[config.mk]
export PLATFORM = sky130hd
export DESIGN_NAME = adc_averaging_and_address_config
export DESIGN_NICKNAME = d
export VERILOG_FILES = /design/src/avg_cfg_pkg.sv /design/src/acc_mem.sv /design/src/adc_averaging_and_address_config.sv
export SDC_FILE = /design/constraint.sdc
export NUM_CORES = 1
export LEC_CHECK = 0
export BUFFER_PORTS_ARGS = -buffer_cell sky130_fd_sc_hd__buf_4
export CORE_UTILIZATION = 48
export DETAILED_ROUTE_END_ITERATION = 8
export PLACE_DENSITY_LB_ADDON = 0.08
export SYNTH_ARGS = -nofsm -noshare
export SYNTH_HDL_FRONTEND = slang
export SYNTH_SLANG_ARGS = --single-unit
[constraint.sdc]
create_clock -name clk_sys_i -period 11.4 [get_ports clk_sys_i]
set_clock_uncertainty 0.1 [all_clocks]
set_input_delay 0 -clock clk_sys_i [delete_from_list [all_inputs] [get_ports clk_sys_i]]
set_output_delay 0 -clock clk_sys_i [all_outputs]
set_load 0.05 [all_outputs]
[src/avg_cfg_pkg.sv]
// Constants, field layouts and types for the conversion averaging and node address block.
// Assumes a single 50 MHz system clock and byte-wide host register accesses.
package avg_cfg_pkg;

    // Register offsets
    localparam logic [7:0] CONV_AVG_CFG_OFS = 8'h07;
    localparam logic [7:0] NODE_ADDR_OFS    = 8'h0a;

    // Field positions of the averaging configuration register
    localparam int ORDER_BIT    = 7;
    localparam int ANALOG_LSB   = 5;
    localparam int DIGITAL_LSB  = 3;
    localparam int COUNT_LSB    = 0;
    localparam int NODE_ID_W    = 5;

    // Reset values
    localparam logic [7:0]           CONV_AVG_CFG_RST = 8'h78;
    localparam logic [NODE_ID_W-1:0] NODE_ID_RST      = 5'h00;

    // Largest count exponent (32 samples); codes above it are reserved
    localparam logic [2:0] COUNT_CODE_MAX = 3'h5;

    // Channel map of the sequencer
    localparam int NUM_CHAN   = 27;
    localparam int CELL_FIRST = 0;
    localparam int CELL_LAST  = 15;
    localparam int AUX_FIRST  = 16;
    localparam int AUX_LAST   = 23;
    localparam int ANALOG_GRP = 24;
    localparam int DIE_TEMP   = 25;
    localparam int CORE_1V8   = 26;
    localparam int LAST_CHAN  = 26;

    // Datapath widths
    localparam int SAMPLE_W = 16;
    localparam int ACC_W    = 21;
    localparam int CHAN_W   = 5;
    localparam int PASS_W   = 6;
    localparam int CYC_W    = 10;

    // Averaging periods in ns and their cycle counts at the system clock
    localparam int CLK_PERIOD_NS = 20;
    localparam int AVG_P0_NS     = 4130;
    localparam int AVG_P1_NS     = 5960;
    localparam int AVG_P2_NS     = 8020;
    localparam int AVG_P3_NS     = 12600;
    localparam logic [CYC_W-1:0] AVG_P0_CYC = CYC_W'((AVG_P0_NS + CLK_PERIOD_NS - 1) / CLK_PERIOD_NS);
    localparam logic [CYC_W-1:0] AVG_P1_CYC = CYC_W'((AVG_P1_NS + CLK_PERIOD_NS - 1) / CLK_PERIOD_NS);
    localparam logic [CYC_W-1:0] AVG_P2_CYC = CYC_W'((AVG_P2_NS + CLK_PERIOD_NS - 1) / CLK_PERIOD_NS);
    localparam logic [CYC_W-1:0] AVG_P3_CYC = CYC_W'((AVG_P3_NS + CLK_PERIOD_NS - 1) / CLK_PERIOD_NS);

    // Which timing governs a conversion request
    typedef enum logic [1:0] {
        PERIOD_CELL_SETTLE  = 2'h0,
        PERIOD_AUX_SETTLE   = 2'h1,
        PERIOD_ANALOG_AVG   = 2'h2,
        PERIOD_DIGITAL_AVG  = 2'h3
    } period_kind_t;

    // Sequencer states, Gray along idle-load-request-wait-step
    typedef enum logic [2:0] {
        SEQ_IDLE = 3'h0,
        SEQ_LOAD = 3'h1,
        SEQ_REQ  = 3'h3,
        SEQ_WAIT = 3'h2,
        SEQ_STEP = 3'h6
    } seq_state_t;

endpackage
[src/acc_mem.sv]
// Per-channel accumulator store for the averaging sequencer.
// Assumes one write and one read port on the same clock; read data are registered.
`timescale 1ns/10ps
module acc_mem (
    input  wire logic                                clk_sys_i,
    input  wire logic                                wr_en_i,
    input  wire logic [avg_cfg_pkg::CHAN_W-1:0]      wr_addr_i,
    input  wire logic [avg_cfg_pkg::ACC_W-1:0]       wr_data_i,
    input  wire logic [avg_cfg_pkg::CHAN_W-1:0]      rd_addr_i,
    output logic      [avg_cfg_pkg::ACC_W-1:0]       rd_data_o
);
    logic [avg_cfg_pkg::ACC_W-1:0] mem_q [0:(1<<avg_cfg_pkg::CHAN_W)-1];

    // No reset: a channel's first sample never reads its old content
    always_ff @(posedge clk_sys_i) begin
        if (wr_en_i) begin
            mem_q[wr_addr_i] <= wr_data_i;
        end
        rd_data_o <= mem_q[rd_addr_i];
    end
endmodule

[src/adc_averaging_and_address_config.sv]
// Averaging configuration, conversion sequencer and node address register.
// Assumes the serial engine, converter front end and control register share clk_sys_i;
// only the address strap pins arrive from outside and are synchronised here.
// Summary of operation
// - Order bit 0: all samples per channel first
// - Order bit 1: sweep cells, then aux; others take all samples per channel first
// - Cycling mode uses cell and aux settle periods
// - Analog field times analog-die group measurements
// - Order bit 0: analog field times cell averaging
// - Digital field times die temp and 1v8
// - Order bit 0: digital field times aux
// - Average samples, convergent round to 16 bits
// - Count codes 1..32 samples; 6-7 reserved
// - Respond only to frames with own node_id
// - Node address host-writable only during auto-addressing; strap load at any time
// - Auto-address bit set, cleared after next frame
`timescale 1ns/10ps
module adc_averaging_and_address_config (
    input  wire logic                                   clk_sys_i,
    input  wire logic                                   reset_i,
    // Host register access from the serial command decoder
    input  wire logic                                   reg_wr_i,
    input  wire logic                                   reg_rd_i,
    input  wire logic [7:0]                             reg_addr_i,
    input  wire logic [7:0]                             reg_wdata_i,
    output logic      [7:0]                             reg_rdata_o,
    // Frame addressing and auto-address control
    input  wire logic                                   frame_done_i,
    input  wire logic [avg_cfg_pkg::NODE_ID_W-1:0]      frame_addr_i,
    output logic                                        addr_match_o,
    input  wire logic                                   addr_sel_i,
    input  wire logic                                   auto_addr_wr_i,
    input  wire logic [avg_cfg_pkg::NODE_ID_W-1:0]      gpio_addr_i,
    output logic                                        auto_address_o,
    // Sequencer start and channel selection
    input  wire logic                                   start_i,
    input  wire logic [avg_cfg_pkg::NUM_CHAN-1:0]       chan_mask_i,
    output logic                                        busy_o,
    // Converter front end
    output logic                                        convert_req_o,
    output logic      [avg_cfg_pkg::CHAN_W-1:0]         convert_chan_o,
    output logic      [1:0]                             period_kind_o,
    output logic      [avg_cfg_pkg::CYC_W-1:0]          avg_period_cycles_o,
    input  wire logic                                   sample_valid_i,
    input  wire logic [avg_cfg_pkg::SAMPLE_W-1:0]       sample_i,
    // Averaged result
    output logic                                        result_valid_o,
    output logic      [avg_cfg_pkg::CHAN_W-1:0]         result_chan_o,
    output logic      [avg_cfg_pkg::SAMPLE_W-1:0]       result_o
);
    localparam int CW = avg_cfg_pkg::CHAN_W;
    localparam int AW = avg_cfg_pkg::ACC_W;

    // Registers and sequencer state
    logic [7:0]                  cfg_q;
    logic [4:0]                  node_id_q;
    logic                        auto_q;
    logic [4:0]                  gpio_s1_q, gpio_s2_q;
    logic [26:0]                 mask_q;
    logic [CW-1:0]               chan_q;
    logic [5:0]                  pass_q;
    logic [1:0]                  kind_q;
    logic [9:0]                  cyc_q;
    logic [15:0]                 res_q;
    logic [CW-1:0]               res_chan_q;
    logic                        res_valid_q;
    logic [AW-1:0]               rd_data;
    avg_cfg_pkg::seq_state_t     state_q;

    // Lowest selected channel in [lo, hi]; bit 5 flags a hit
    function automatic logic [5:0] first_sel(input logic [26:0] m, input int lo, input int hi);
        logic [5:0] r;
        r = 6'h00;
        for (int i = avg_cfg_pkg::LAST_CHAN; i >= 0; i--) begin
            if (m[i] && i >= lo && i <= hi) begin
                r = {1'b1, 5'(i)};
            end
        end
        return r;
    endfunction

    // Cycle count of an averaging period code
    function automatic logic [9:0] period_cyc(input logic [1:0] code);
        logic [9:0] c;
        c = avg_cfg_pkg::AVG_P3_CYC;
        if (code == 2'h0) c = avg_cfg_pkg::AVG_P0_CYC;
        else if (code == 2'h1) c = avg_cfg_pkg::AVG_P1_CYC;
        else if (code == 2'h2) c = avg_cfg_pkg::AVG_P2_CYC;
        return c;
    endfunction

    // Field decode and per-channel group
    wire       order_cyc  = cfg_q[avg_cfg_pkg::ORDER_BIT];
    wire [1:0] analog_cd  = cfg_q[avg_cfg_pkg::ANALOG_LSB +: 2];
    wire [1:0] digital_cd = cfg_q[avg_cfg_pkg::DIGITAL_LSB +: 2];
    wire [2:0] count_cd   = cfg_q[avg_cfg_pkg::COUNT_LSB +: 3];
    wire       is_cell    = chan_q <= 5'(avg_cfg_pkg::CELL_LAST);
    wire       is_aux     = !is_cell && chan_q <= 5'(avg_cfg_pkg::AUX_LAST);
    wire       is_dtemp   = chan_q == 5'(avg_cfg_pkg::DIE_TEMP);
    wire       cyc_grp    = order_cyc && (is_cell || is_aux);
    // Reserved count codes fall back to the largest count
    wire [2:0] exp_cfg    = (count_cd > avg_cfg_pkg::COUNT_CODE_MAX) ?
                            avg_cfg_pkg::COUNT_CODE_MAX : count_cd;
    wire [2:0] exp_eff    = is_dtemp ? 3'h0 : exp_cfg;
    wire [5:0] n_last     = 6'((7'h01 << exp_eff) - 7'h01);
    wire       last_pass  = pass_q == n_last;
    wire [4:0] grp_hi     = is_cell ? 5'(avg_cfg_pkg::CELL_LAST) : 5'(avg_cfg_pkg::AUX_LAST);
    wire [4:0] grp_lo     = is_cell ? 5'(avg_cfg_pkg::CELL_FIRST) : 5'(avg_cfg_pkg::AUX_FIRST);

    // Period kind for the current request
    logic [1:0] kind_d;
    always_comb begin
        if (is_cell) begin
            kind_d = (cyc_grp || pass_q == 6'h00) ? avg_cfg_pkg::PERIOD_CELL_SETTLE
                                                  : avg_cfg_pkg::PERIOD_ANALOG_AVG;
        end else if (is_aux) begin
            kind_d = (cyc_grp || pass_q == 6'h00) ? avg_cfg_pkg::PERIOD_AUX_SETTLE
                                                  : avg_cfg_pkg::PERIOD_DIGITAL_AVG;
        end else if (chan_q == 5'(avg_cfg_pkg::ANALOG_GRP)) begin
            kind_d = avg_cfg_pkg::PERIOD_ANALOG_AVG;
        end else begin
            kind_d = avg_cfg_pkg::PERIOD_DIGITAL_AVG;
        end
    end
    wire [9:0] cyc_d = (kind_d == avg_cfg_pkg::PERIOD_ANALOG_AVG) ? period_cyc(analog_cd)
                                                                   : period_cyc(digital_cd);

    // Next channel candidates
    wire [5:0] nxt_any = first_sel(mask_q, int'(chan_q) + 1, avg_cfg_pkg::LAST_CHAN);
    wire [5:0] nxt_grp = first_sel(mask_q, int'(chan_q) + 1, int'(grp_hi));
    wire [5:0] grp_1st = first_sel(mask_q, int'(grp_lo), int'(grp_hi));
    wire [5:0] aft_grp = first_sel(mask_q, int'(grp_hi) + 1, avg_cfg_pkg::LAST_CHAN);
    wire [5:0] run_1st = first_sel(chan_mask_i, 0, avg_cfg_pkg::LAST_CHAN);

    // Accumulate, then shift with round-half-to-even
    wire [AW-1:0] acc_sum  = (pass_q == 6'h00 ? '0 : rd_data) + AW'(sample_i);
    wire [AW-1:0] quo      = acc_sum >> exp_eff;
    wire [AW-1:0] rem      = acc_sum & ((AW'(1) << exp_eff) - AW'(1));
    wire [AW-1:0] half     = (AW'(1) << exp_eff) >> 1;
    wire          round_up = (exp_eff != 3'h0) && (rem > half || (rem == half && quo[0]));
    wire [AW-1:0] rounded  = quo + AW'(round_up);
    wire          acc_we   = state_q == avg_cfg_pkg::SEQ_WAIT && sample_valid_i;

    acc_mem u_acc_mem (
        .clk_sys_i (clk_sys_i),
        .wr_en_i   (acc_we),
        .wr_addr_i (chan_q),
        .wr_data_i (acc_sum),
        .rd_addr_i (chan_q),
        .rd_data_o (rd_data)
    );

    // Sequencer: load timing, request, wait for sample, step to next
    always_ff @(posedge clk_sys_i or posedge reset_i) begin
        if (reset_i) begin
            state_q <= avg_cfg_pkg::SEQ_IDLE;
            mask_q  <= '0;
            chan_q  <= '0;
            pass_q  <= '0;
            kind_q  <= '0;
            cyc_q   <= '0;
        end else begin
            case (state_q)
                avg_cfg_pkg::SEQ_IDLE: begin
                    if (start_i && run_1st[5]) begin
                        mask_q  <= chan_mask_i;
                        chan_q  <= run_1st[4:0];
                        pass_q  <= '0;
                        state_q <= avg_cfg_pkg::SEQ_LOAD;
                    end
                end
                avg_cfg_pkg::SEQ_LOAD: begin
                    kind_q  <= kind_d;
                    cyc_q   <= cyc_d;
                    state_q <= avg_cfg_pkg::SEQ_REQ;
                end
                avg_cfg_pkg::SEQ_REQ: begin
                    state_q <= avg_cfg_pkg::SEQ_WAIT;
                end
                avg_cfg_pkg::SEQ_WAIT: begin
                    if (sample_valid_i) begin
                        state_q <= avg_cfg_pkg::SEQ_STEP;
                    end
                end
                avg_cfg_pkg::SEQ_STEP: begin
                    state_q <= avg_cfg_pkg::SEQ_LOAD;
                    if (!cyc_grp) begin
                        if (!last_pass) begin
                            pass_q <= pass_q + 6'h01;
                        end else if (nxt_any[5]) begin
                            pass_q <= '0;
                            chan_q <= nxt_any[4:0];
                        end else begin
                            state_q <= avg_cfg_pkg::SEQ_IDLE;
                        end
                    end else if (nxt_grp[5]) begin
                        chan_q <= nxt_grp[4:0];
                    end else if (!last_pass) begin
                        pass_q <= pass_q + 6'h01;
                        chan_q <= grp_1st[4:0];
                    end else if (aft_grp[5]) begin
                        pass_q <= '0;
                        chan_q <= aft_grp[4:0];
                    end else begin
                        state_q <= avg_cfg_pkg::SEQ_IDLE;
                    end
                end
                default: state_q <= avg_cfg_pkg::SEQ_IDLE;
            endcase
        end
    end

    // Result register, one pulse per finished average
    always_ff @(posedge clk_sys_i or posedge reset_i) begin
        if (reset_i) begin
            res_valid_q <= 1'b0;
            res_q       <= '0;
            res_chan_q  <= '0;
        end else begin
            res_valid_q <= acc_we && last_pass;
            if (acc_we && last_pass) begin
                res_q      <= rounded[15:0];
                res_chan_q <= chan_q;
            end
        end
    end

    // Host register writes; the strap pins are synchronised first
    wire cfg_wr  = reg_wr_i && reg_addr_i == avg_cfg_pkg::CONV_AVG_CFG_OFS;
    wire node_wr = reg_wr_i && reg_addr_i == avg_cfg_pkg::NODE_ADDR_OFS;
    always_ff @(posedge clk_sys_i or posedge reset_i) begin
        if (reset_i) begin
            cfg_q     <= avg_cfg_pkg::CONV_AVG_CFG_RST;
            node_id_q <= avg_cfg_pkg::NODE_ID_RST;
            auto_q    <= 1'b0;
            gpio_s1_q <= '0;
            gpio_s2_q <= '0;
        end else begin
            gpio_s1_q <= gpio_addr_i;
            gpio_s2_q <= gpio_s1_q;
            if (cfg_wr) begin
                cfg_q <= reg_wdata_i;
            end
            if (auto_addr_wr_i && !addr_sel_i) begin
                node_id_q <= gpio_s2_q;
            end else if (node_wr && auto_q) begin
                node_id_q <= reg_wdata_i[4:0];
            end
            // Arming wins over a frame ending in the same cycle
            if (auto_addr_wr_i && addr_sel_i) begin
                auto_q <= 1'b1;
            end else if (frame_done_i) begin
                auto_q <= 1'b0;
            end
        end
    end

    // Read data registered; reserved address bits read as zero
    always_ff @(posedge clk_sys_i or posedge reset_i) begin
        if (reset_i) begin
            reg_rdata_o <= '0;
        end else if (reg_rd_i) begin
            if (reg_addr_i == avg_cfg_pkg::CONV_AVG_CFG_OFS) reg_rdata_o <= cfg_q;
            else if (reg_addr_i == avg_cfg_pkg::NODE_ADDR_OFS) reg_rdata_o <= {3'h0, node_id_q};
            else reg_rdata_o <= '0;
        end
    end

    // Outputs
    assign addr_match_o        = frame_addr_i == node_id_q;
    assign auto_address_o      = auto_q;
    assign busy_o              = state_q != avg_cfg_pkg::SEQ_IDLE;
    assign convert_req_o       = state_q == avg_cfg_pkg::SEQ_REQ;
    assign convert_chan_o      = chan_q;
    assign period_kind_o       = kind_q;
    assign avg_period_cycles_o = cyc_q;
    assign result_valid_o      = res_valid_q;
    assign result_chan_o       = res_chan_q;
    assign result_o            = res_q;

    logic aux_seen_q;
    always_ff @(posedge clk_sys_i or posedge reset_i) begin
        if (reset_i) aux_seen_q <= 1'b0;
        else if (start_i && !busy_o) aux_seen_q <= 1'b0;
        else if (convert_req_o && is_aux) aux_seen_q <= 1'b1;
    end
endmodule

# --- After elaboration in Yosys (flattened, before gate mapping) ---
# Memory sizes are Yosys's and may differ from the RTL's. A register that Yosys moved wholly into a read port is not among the register bits.
# Cells that the tools add are included.
totals:
  register_bits: 107
  mem_count: 1
  output_inout_bits: 51
  word_cells: 510
  ramBits: 672
classes:
  add_sub_neg: 7
  n_mux: 185
  n_reduce_logical: 163
  n_shift: 3
  bitwise: 1
  order_cmp: 111
  n_eq_ne: 24
memory_table:
  columns: ["memory", "depth", "word_bits", "rd", "rd_clocked_by_memory_dff", "wr", "line_no", "source"]
  rows:
  - ["u_acc_mem.mem_q", 32, 21, 1, 1, 1, "acc_mem.sv:12", "logic [avg_cfg_pkg::ACC_W-1:0] mem_q [0:(1<<avg_cfg_pkg::CHAN_W)-1];"]
ops:
  columns: ["operator", "n"]
  rows:
  - ["two-way mux 6 bit", 115]
  - ["two-way mux 5 bit", 39]
  - ["logical AND 1 bit", 145]
  - ["greater-or-equal comparator 5 x 6 -> 1 bit (first input constant)", 22]
  - ["greater-or-equal comparator 4 x 6 -> 1 bit (first input constant)", 16]
  - ["two-way mux 10 bit", 7]
  - ["greater-or-equal comparator 5 bit (first input constant)", 11]
  - ["less-or-equal comparator 5 bit (first input constant)", 11]
  - ["greater-or-equal comparator 3 x 6 -> 1 bit (first input constant)", 8]
  - ["greater-or-equal comparator 4 x 5 -> 1 bit (first input constant)", 8]
  - ["less-or-equal comparator 4 x 5 -> 1 bit (first input constant)", 8]
  - ["greater-or-equal comparator 1 x 6 -> 1 bit (first input constant)", 4]
  - ["greater-or-equal comparator 2 x 6 -> 1 bit (first input constant)", 4]
  - ["adder 21 x 16 -> 21 bit", 1]
  - ["bitwise AND 21 bit", 1]
  - ["== test 21 x 20 -> 1 bit", 1]
  - ["> comparator 21 x 20 -> 1 bit", 1]
  - ["two-way mux 21 bit", 1]
  - ["<< shifter 1 x 3 -> 21 bit (first input constant)", 1]
  - ["right shift 21 x 3 -> 16 bit", 1]
  - ["subtractor 21 x 1 -> 21 bit (second input constant)", 1]
  - ["greater-or-equal comparator 3 x 5 -> 1 bit (first input constant)", 4]
  - ["less-or-equal comparator 3 x 5 -> 1 bit (first input constant)", 4]
  - ["adder 16 x 1 -> 16 bit", 1]
  - ["41 further kinds", 79]

# --- Longest topological paths before layout ---
# Gate-level depths: netlist of run 1.
logic_depth:
  ltp_word: 37
  ltp_mapped: 30

# --- Modules after synthesis ---
# A second synthesis of run 1 with hierarchy kept.
hier_totals:
  cells_unflattened: 2611
  hier_area_um2: 35833.1
by_module_without_submodules:
  columns: ["module", "instances", "area_each_um2", "seq_area_each_um2", "cells_each"]
  rows:
  - ["acc_mem", 1, 26751.9, 20599.8, 1481]
  - ["adc_averaging_and_address_config", 1, 9081.2, 2632.5, 1130]

# --- Least setup slack after synthesis of run 1 ---
# No wires, ideal clock.
synth_timing:
  kind: "register to register"
  start: "reg pass_q[2]"
  end: "reg res_q[15], in the netlist result_o[15]"
  t_arrival_ns: 5.838
  slack_ns: 5.332
  required_time_ns: 11.170
  synth_period_minus_slack_ns: 6.068
  path_stages_with_launch: 25
  path_cell_list: "dfrtp_1 nor4_1 nand2_1 clkbuf_1 clkbuf_1 and2_1 ha_1 fa_1 a21o_1 a221o_1 a211o_1 o21ai_2 o21ai_0 a21oi_1 nor2_1 a31oi_1 a2111oi_0 nor2_1 ha_1 nand2_1 nor4_4 nand4_2 a2111oi_4 xnor2_1 o21ai_1"
synth_via:
  elab_chain_len: 9
  word_cells_on_any_way: 13
  cone_classes: "add/sub: 2; order compare: 1; eq/ne: 2; shift: 1; mux: 1; bitwise: 1; reduce/logical: 5"
synth_lines:
  columns: ["element", "line_no", "source"]
  rows:
  - ["start, declared", "adc_averaging_and_address_config.sv:61", "logic [5:0] pass_q;"]
  - ["start signal, assigned", "adc_averaging_and_address_config.sv:189", "pass_q <= pass_q + 6'h01;"]
  - ["start signal, assigned", "adc_averaging_and_address_config.sv:199", "pass_q <= pass_q + 6'h01;"]
  - ["zero test 6 bit *", "adc_averaging_and_address_config.sv:136", "wire [AW-1:0] acc_sum = (pass_q == 6'h00 ? '0 : rd_data) + AW'(sample_i);"]
  - ["two-way mux 21 bit *", "adc_averaging_and_address_config.sv:136", null]
  - ["adder 21 x 16 -> 21 bit *", "adc_averaging_and_address_config.sv:136", null]
  - ["via acc_sum[20]", "adc_averaging_and_address_config.sv:136", null]
  - ["branches (longest 5 deep; another with > comparator 21 x 20 -> 1 bit)", null, null]
  - ["adder 16 x 1 -> 16 bit *", "adc_averaging_and_address_config.sv:141", "wire [AW-1:0] rounded = quo + AW'(round_up);"]
  - ["end signal, assigned", "adc_averaging_and_address_config.sv:222", "res_q <= rounded[15:0];"]
  - ["end, declared", "adc_averaging_and_address_config.sv:64", "logic [15:0] res_q;"]
# Mark *: on every way through the listed nets, which the timed path passes.
# A chain may end at the register's enable or synchronous reset.

# --- Worst setup path in the final report of run 1 ---
layout_timing:
  start: "reg pass_q[2]"
  end: "reg res_q[14], in the netlist result_o[14]"
# Same word-level chain as after synthesis.

==> reports/qor.json, run 1 <==
{
  "transition_at_the_pin_with_the_smallest_max_transition_slack_ns": 1.217,
  "hold_path_class": "input port to register",
  "finish.net_count": 2595,
  "cp-endpoint": "result_o[14]",
  "seq_area_frac_synth_pct": 66.59,
  "route.antenna.remaining_nets": 0,
  "cts.repair_timing.setup_buffer_count": 0,
  "crit_start": "pass_q[2]",
  "rsz0062_at_grt": "false",
  "drive_gt1_share_pct": 24.52,
  "max_cap_violations": 0,
  "synth_enable_flop_cells": 672,
  "worstReg2RegEnd": "result_o[14]",
  "timing.final.hold_violations": 0,
  "fmaxAchievable_mhz": 141.6,
  "layout_min_cycle_time_ns": 7.064,
  "post_detailed_route_drc_marker_count": 0,
  "number_of_h_tree_branching_levels": 3,
  "ioPinCount": 129,
  "clock-root-buffer": "sky130_fd_sc_hd__clkbuf_16",
  "grt_pass1_vias": 21281,
  "crit_required_ns": 11.79,
  "timing.critical_path.arrival_ns": 7.46,
  "gr-usage-all-layers_pct": 26.23,
  "cts.sinks": 798,
  "routed_wirelength_mm": 95.71,
  "route.vias.total": 21100,
  "start_util_pct": 48.64,
  "power_density_mw_per_mm2": 298.8,
  "clock_insertion_delay_worst_skew_ns": 0.65,
  "setup_viol": 0,
  "slew_headroom_pct": 18.88,
  "total_power_w": 0.01222,
  "first_pass_grt_wire_length_mm": 140.8,
  "antenna_found_initial": 2,
  "netlist.area_leader.share_pct": 57.84,
  "post_synth_instance_area_sq_mm": 0.03489,
  "routedWlPerCell_um": 27.44,
  "ys_ff_latch": 798,
  "area_growth_pct": 17.18,
  "post_cts_hold_buffer_count": 76,
  "ff2ff_path_depth": 23,
  "dieArea_sq_mm": 0.07377,
  "drt_first_iter_violations": 2005,
  "syn_inst": 2217,
  "synthFlopType": "sky130_fd_sc_hd__edfxtp_1",
  "first_pass_iters": 5,
  "ys.warnings.count": 0,
  "synth.distinct_cells": 97,
  "hold-worst-slack_ns": 0.03366,
  "layout.cells.most_common_list": "sky130_fd_sc_hd__edfxtp_1 (672), sky130_fd_sc_hd__nand2_1 (225), sky130_fd_sc_hd__mux4_2 (197)",
  "post_synth_main_area_contributors": "sky130_fd_sc_hd__edfxtp_1 (58%), sky130_fd_sc_hd__mux4_2 (13%), sky130_fd_sc_hd__dfrtp_1 (7.2%)",
  "count_of_final_max_slew_check_failures": 0,
  "totalNegativeSetupSlack_ns": 0,
  "cts_inserted_buffers": 84,
  "ctsLongestPathBuffers": 3,
  "worst_setup_path_start_kind": "register",
  "congestion_overflow_gr": 0,
  "grt_start_max_net_pins": 135,
  "ys_async_sr_fraction_pct": 13.16,
  "dieWidth_um": 271.6,
  "run_status": "complete, no violations",
  "core_sq_mm": 0.07173,
  "via_per_inst": 6.049,
  "r2r_slack_ns": 4.34,
  "criticalPathCategory": "register to register",
  "final_common_cell": "sky130_fd_sc_hd__edfxtp_1",
  "io_buffer_count": 128,
  "placed_cells": 3257,
  "timing.rr.start": "pass_q[2]",
  "rows": 98,
  "synth_largest_area_cell": "sky130_fd_sc_hd__edfxtp_1",
  "crit_fanout": 33,
  "hpwl_mm": 59.27,
  "place.gp.congestion": 0.8743,
  "ir_worst_vdd_v": 0.0002542,
  "syn_area_per_cell_sq_um": 15.74,
  "finalNonFillerCells": 3488,
  "clk_pin_slew_ns": 0.06,
  "cts_repair_resize_count": 0,
  "holdPathStages": 4,
  "critical_path_end_type": "register",
  "static-leakage-power_nw": 14.30,
  "tritoncts": "done",
  "die_height_um": 271.6,
  "timing.final.crit_share_pct": 61.96
}
## cells by family after synthesis
kind of cell | Yosys count | share of synthesized area, %
flip-flops | 798 | 66.59
AND/OR/NAND/NOR | 557 | 7.394
adder cells (fa/ha/maj) | 48 | 1.743
AO/OA/AOI/OAI | 368 | 7.276
buffers and inverters | 166 | 1.911
other | 2 | 0.02152
multiplexers | 232 | 13.76
XOR/XNOR | 46 | 1.309
## state kept, by name (all words and copies together) (netlist names)
signal	count
pass_q	6
reg_rdata_o	8
result_valid_o	1
node_id_q	5
period_kind_o	2
cfg_q	8
convert_chan_o	5
state_q	3
gpio_s2_q	5
gpio_s1_q	5
mask_q	27
u_acc_mem.mem_q	672
result_chan_o	5
u_acc_mem.rd_data_o	21
auto_address_o	1
result_o	16
avg_period_cycles_o	8
## worst min path at each step
stage | startpoint | end | slack (ns)
finish | chan_mask_i[0] | mask_q[0] | 0.03
global placement | gpio_addr_i[0] | gpio_s1_q[0] | 0.009
CTS | chan_mask_i[6] | mask_q[6] | 0.003
floorplan | gpio_addr_i[0] | gpio_s1_q[0] | -0.07
global route | chan_mask_i[0] | mask_q[0] | 0.03
detailed placement | gpio_addr_i[0] | gpio_s1_q[0] | 0.01
## cell usage after synthesis (all sizes together) (14+ instances only)
library cell / number
a211oi: 23
a21oi: 68
a22oi: 22
and2: 28
buf: 46
clkbuf: 61
dfrtp: 101
dfxtp: 21
edfxtp: 672
ha: 47
inv: 59
mux2i: 24
mux4: 197
nand2: 226
nand3: 29
nor2: 139
nor3: 35
nor4: 15
o211ai: 15
o21ai: 101
o31ai: 14
xnor2: 32
## layer usage
| metal | global-route usage, % | up-vias | share of wire (%) |
|---|---|---|---|
| li1 | - | 9226 | - |
| met1 | 36.49 | 10939 | 42 |
| met2 | 42.45 | 759 | 48 |
| met3 | 4.343 | 176 | 6.2 |
| met4 | 8.368 | 0 | 3.2 |
| met5 | 0 | - | 0 |
## critical path, cell delays in order, from the launching register on
cell and delay (ns):
sky130_fd_sc_hd__dfrtp_1 0.44, sky130_fd_sc_hd__nor4_1 0.40, sky130_fd_sc_hd__nand2_1 0.50, sky130_fd_sc_hd__and2_1 0.36
sky130_fd_sc_hd__ha_1 0.23, sky130_fd_sc_hd__fa_1 0.41, sky130_fd_sc_hd__a21o_1 0.24, sky130_fd_sc_hd__a221o_1 0.41
sky130_fd_sc_hd__a31o_2 0.24, sky130_fd_sc_hd__a211oi_1 0.50, sky130_fd_sc_hd__inv_1 0.58, sky130_fd_sc_hd__or4_1 0.61
sky130_fd_sc_hd__nor2_1 0.11, sky130_fd_sc_hd__a31oi_1 0.14, sky130_fd_sc_hd__a2111oi_0 0.30, sky130_fd_sc_hd__nor2_1 0.08
sky130_fd_sc_hd__ha_1 0.23, sky130_fd_sc_hd__ha_1 0.23, sky130_fd_sc_hd__o211ai_1 0.11, sky130_fd_sc_hd__nor3_1 0.12
sky130_fd_sc_hd__nand4_1 0.20, sky130_fd_sc_hd__nor3_1 0.08, sky130_fd_sc_hd__xnor2_1 0.20, sky130_fd_sc_hd__o21ai_1 0.08
## power breakdown
part,internal [W],switching (W)
combinational,0.00164,0.00321
sequential,0.00433,0.000240
clock,0.00164,0.00116
## layout make-up
class	instances	area, sq um
tap	950	1189
sequential	798	23240
antenna	1	2.502
fill	5592	30840
clock buffer	107	2290
inverter	59	224.0
timing repair buffer	270	2242
clock inverter	47	556.8
multi-input combinational	1256	11140
## through the flow
stage | worst slack [ns] | utilization, % | instance area (sq um)
6_report | 4.336 | 57.00 | 40890
5_1_grt | 3.659 | 57.00 | 40880
4_1_cts | 4.184 | 57.00 | 40880
3_5_place_dp | 4.193 | 51.97 | 37280
3_3_place_gp | 4.505 | 51.97 | 37280
2_1_floorplan | 5.332 | - | 34900
(Power assumes the default switching activity.)
==> run 2: changes to the inputs <==
==> constraint.sdc (replaced) <==
create_clock -name clk_sys_i -period 7.1 [get_ports clk_sys_i]
set_clock_uncertainty 0.1 [all_clocks]
set_input_delay 0 -clock clk_sys_i [delete_from_list [all_inputs] [get_ports clk_sys_i]]
set_output_delay 0 -clock clk_sys_i [all_outputs]
set_load 0.05 [all_outputs]
==> reports/qor.json, run 2 (synthesis results as in run 1) <==
{
  "power_density_mw_per_mm2": 480.4,
  "die_height_um": 271.6,
  "ff2ff_path_depth": 24,
  "ir_worst_vdd_v": 0.0003237,
  "fillers": 5617,
  "number_of_h_tree_branching_levels": 3,
  "static-leakage-power_nw": 14.45,
  "cts.repair_timing.setup_buffer_count": 0,
  "routedWlPerCell_um": 27.63,
  "antennaDiodeCount": 0,
  "place.gp.congestion": 0.8992,
  "worst_setup_path_start_kind": "register",
  "r2r_slack_ns": 0.71,
  "critical_path_end_type": "register",
  "hpwl_mm": 60.40,
  "first_pass_iters": 7,
  "area_growth_pct": 18.18,
  "timing.final.hold_violations": 0,
  "timing.rr.start": "pass_q[2]",
  "clock_insertion_delay_worst_skew_ns": 0.66,
  "start_util_pct": 48.64,
  "setup_ws_ns": 0.7128,
  "congestion_overflow_gr": 0,
  "rows": 98,
  "cts.sinks": 798,
  "registers.top_by_ff_count": "u_acc_mem.mem_q",
  "grt_pass1_vias": 21407,
  "max_cap_violations": 0,
  "post_detailed_route_drc_marker_count": 0,
  "setup_viol": 0,
  "final_common_cell": "sky130_fd_sc_hd__edfxtp_1",
  "holdPathStages": 4,
  "cts_inserted_buffers": 85,
  "timing.critical_path.arrival_ns": 6.79,
  "layout_min_cycle_time_ns": 6.387,
  "critical-path-max-stage-delay_ns": 0.50,
  "placement.setup.worst_slack_ns": 0.7075,
  "slew_headroom_pct": 24.39,
  "reg.largest.list": "u_acc_mem.mem_q x672, mask_q x27, u_acc_mem.rd_data_o x21",
  "worstReg2RegEnd": "result_o[14]",
  "sequential_cell_area_sq_mm": 0.02324,
  "crit_fanout": 13,
  "flip_flop_count_of_the_largest_register_after_layout": 672,
  "gr-usage-all-layers_pct": 26.68,
  "timing.final.crit_share_pct": 89.96,
  "crit_required_ns": 7.51,
  "count_of_final_max_slew_check_failures": 0,
  "dieArea_sq_mm": 0.07377,
  "fmaxAchievable_mhz": 156.6,
  "crit_chain": "nor4_1 -> nand2_1 -> buf_4 -> and2_1 -> ha_1 -> o21ai_0 -> a2111oi_2 -> a211o_1 -> o21ai_2 -> xnor2_1 -> inv_2 -> or4_1 -> nor2_1 -> a31oi_1 -> a2111oi_0 -> nor2_1 -> ha_1 -> ha_1 -> o211ai_1 -> nor3_1 -> nand4_1 -> nor3_1 -> xnor2_1 -> o21ai_1",
  "tritoncts": "done",
  "antenna_found_initial": 4,
  "core_sq_mm": 0.07173,
  "route.antenna.remaining_nets": 0,
  "detailed_place.area_sq_mm": 0.03734,
  "post_cts_hold_buffer_count": 94,
  "holdPathEnd": "mask_q[14]",
  "ioPinCount": 129,
  "run_status": "complete, no violations",
  "timing.critical_path.slowest_stage_cell": "sky130_fd_sc_hd__a2111oi_2",
  "crit_path_frequent_cell": "sky130_fd_sc_hd__ha_1",
  "criticalPathCategory": "register to register",
  "dieWidth_um": 271.6,
  "clk_pin_slew_ns": 0.06,
  "drt_first_iter_violations": 2053,
  "layout.cells.most_common_list": "sky130_fd_sc_hd__edfxtp_1 (672), sky130_fd_sc_hd__nand2_1 (225), sky130_fd_sc_hd__buf_4 (204)",
  "grt_start_max_net_pins": 94,
  "io_buffer_count": 128,
  "ctsLongestPathBuffers": 3,
  "clock-root-buffer": "sky130_fd_sc_hd__clkbuf_16",
  "hold_path_class": "input port to register",
  "hp-start": "chan_mask_i[14]",
  "route.vias.total": 21232,
  "routed_wirelength_mm": 97.27,
  "multiInputGateArea_sq_mm": 0.01113,
  "cts_repair_resize_count": 0,
  "first_pass_grt_wire_length_mm": 143.3,
  "drive_gt1_share_pct": 24.79,
  "post-route-cell-area_sq_mm": 0.04123,
  "transition_at_the_pin_with_the_smallest_max_transition_slack_ns": 1.133,
  "finish.net_count": 2625,
  "totalNegativeSetupSlack_ns": 0,
  "via_per_inst": 6.032,
  "rsz0062_at_grt": "false"
}
## run 2: changes by cell type in the layout (fill, tap and decap cells not counted), moves of 6 or more
cell | previous run | this run
sky130_fd_sc_hd__dlygate4sd3_1 | 76 | 94
sky130_fd_sc_hd__buf_4 | 192 | 204
sky130_fd_sc_hd__clkbuf_8 | 8 | 2
sky130_fd_sc_hd__clkinvlp_4 | 0 | 6
## run 2: per-layer routing
layer  share of wire, %  track usage (%)
met1                 42            36.47
met2                 49            44.23
met3                6.2            4.343
met4                2.8            7.791
met5                  0                0
## run 2: per-stage QoR
| step | total power [W] | hold slack (ns) | utilization, % | cells |
|---|---|---|---|---|
| CTS | 0.01992 | 0.0002415 | 57.48 | 3520 |
| floorplan | 0.01245 | -0.06857 | - | 2220 |
| detailed placement | 0.01524 | 0.01034 | 52.05 | 3268 |
| global placement | 0.01513 | 0.01003 | 52.05 | 3268 |
| finish | 0.01981 | 0.03259 | 57.48 | 3520 |
| global route | 0.02077 | 0.03458 | 57.48 | 3520 |
## run 2: cell type report
cell class                      count  area share [%]
Tap cell                          950           2.883
Clock inverter                     59           1.684
Timing Repair Buffer              299           6.044
Multi-Input combinational cell   1256           26.99
Clock buffer                       99           5.489
Inverter                           59          0.5431
Sequential cell                   798           56.37
## run 2: worst max-delay path, delay by kind of cell, from the launching register on
family	cells	cell delay, ns
xor+xnor	2	0.64
fa+ha+maj	3	0.93
buf+inv	2	0.36
simple gates	9	2.00
compound gates	8	1.78
flops	1	0.43
## run 2: how the worst max path moves through the flow
stage                     startpoint      endpoint  slack [ns]  cells past startpoint
after floorplan            pass_q[2]  result_o[15]        1.03                     24
after global placement     pass_q[2]  result_o[14]        0.85                     24
after detailed placement   pass_q[2]  result_o[14]        0.71                     24
after CTS                  pass_q[2]  result_o[14]        0.69                     24
after global routing       pass_q[2]  result_o[14]        0.07                     24
final                      pass_q[2]  result_o[14]        0.71                     24
## run 2: where the power goes
part | total (W) | internal [W] | leakage, nW | switching, W
registers | 0.00726 | 0.00694 | 7.51 | 0.000317
logic | 0.00791 | 0.00269 | 5.50 | 0.00522
clock network | 0.00463 | 0.00272 | 1.43 | 0.00192
total | 0.0198 | 0.0124 | 14.5 | 0.00746
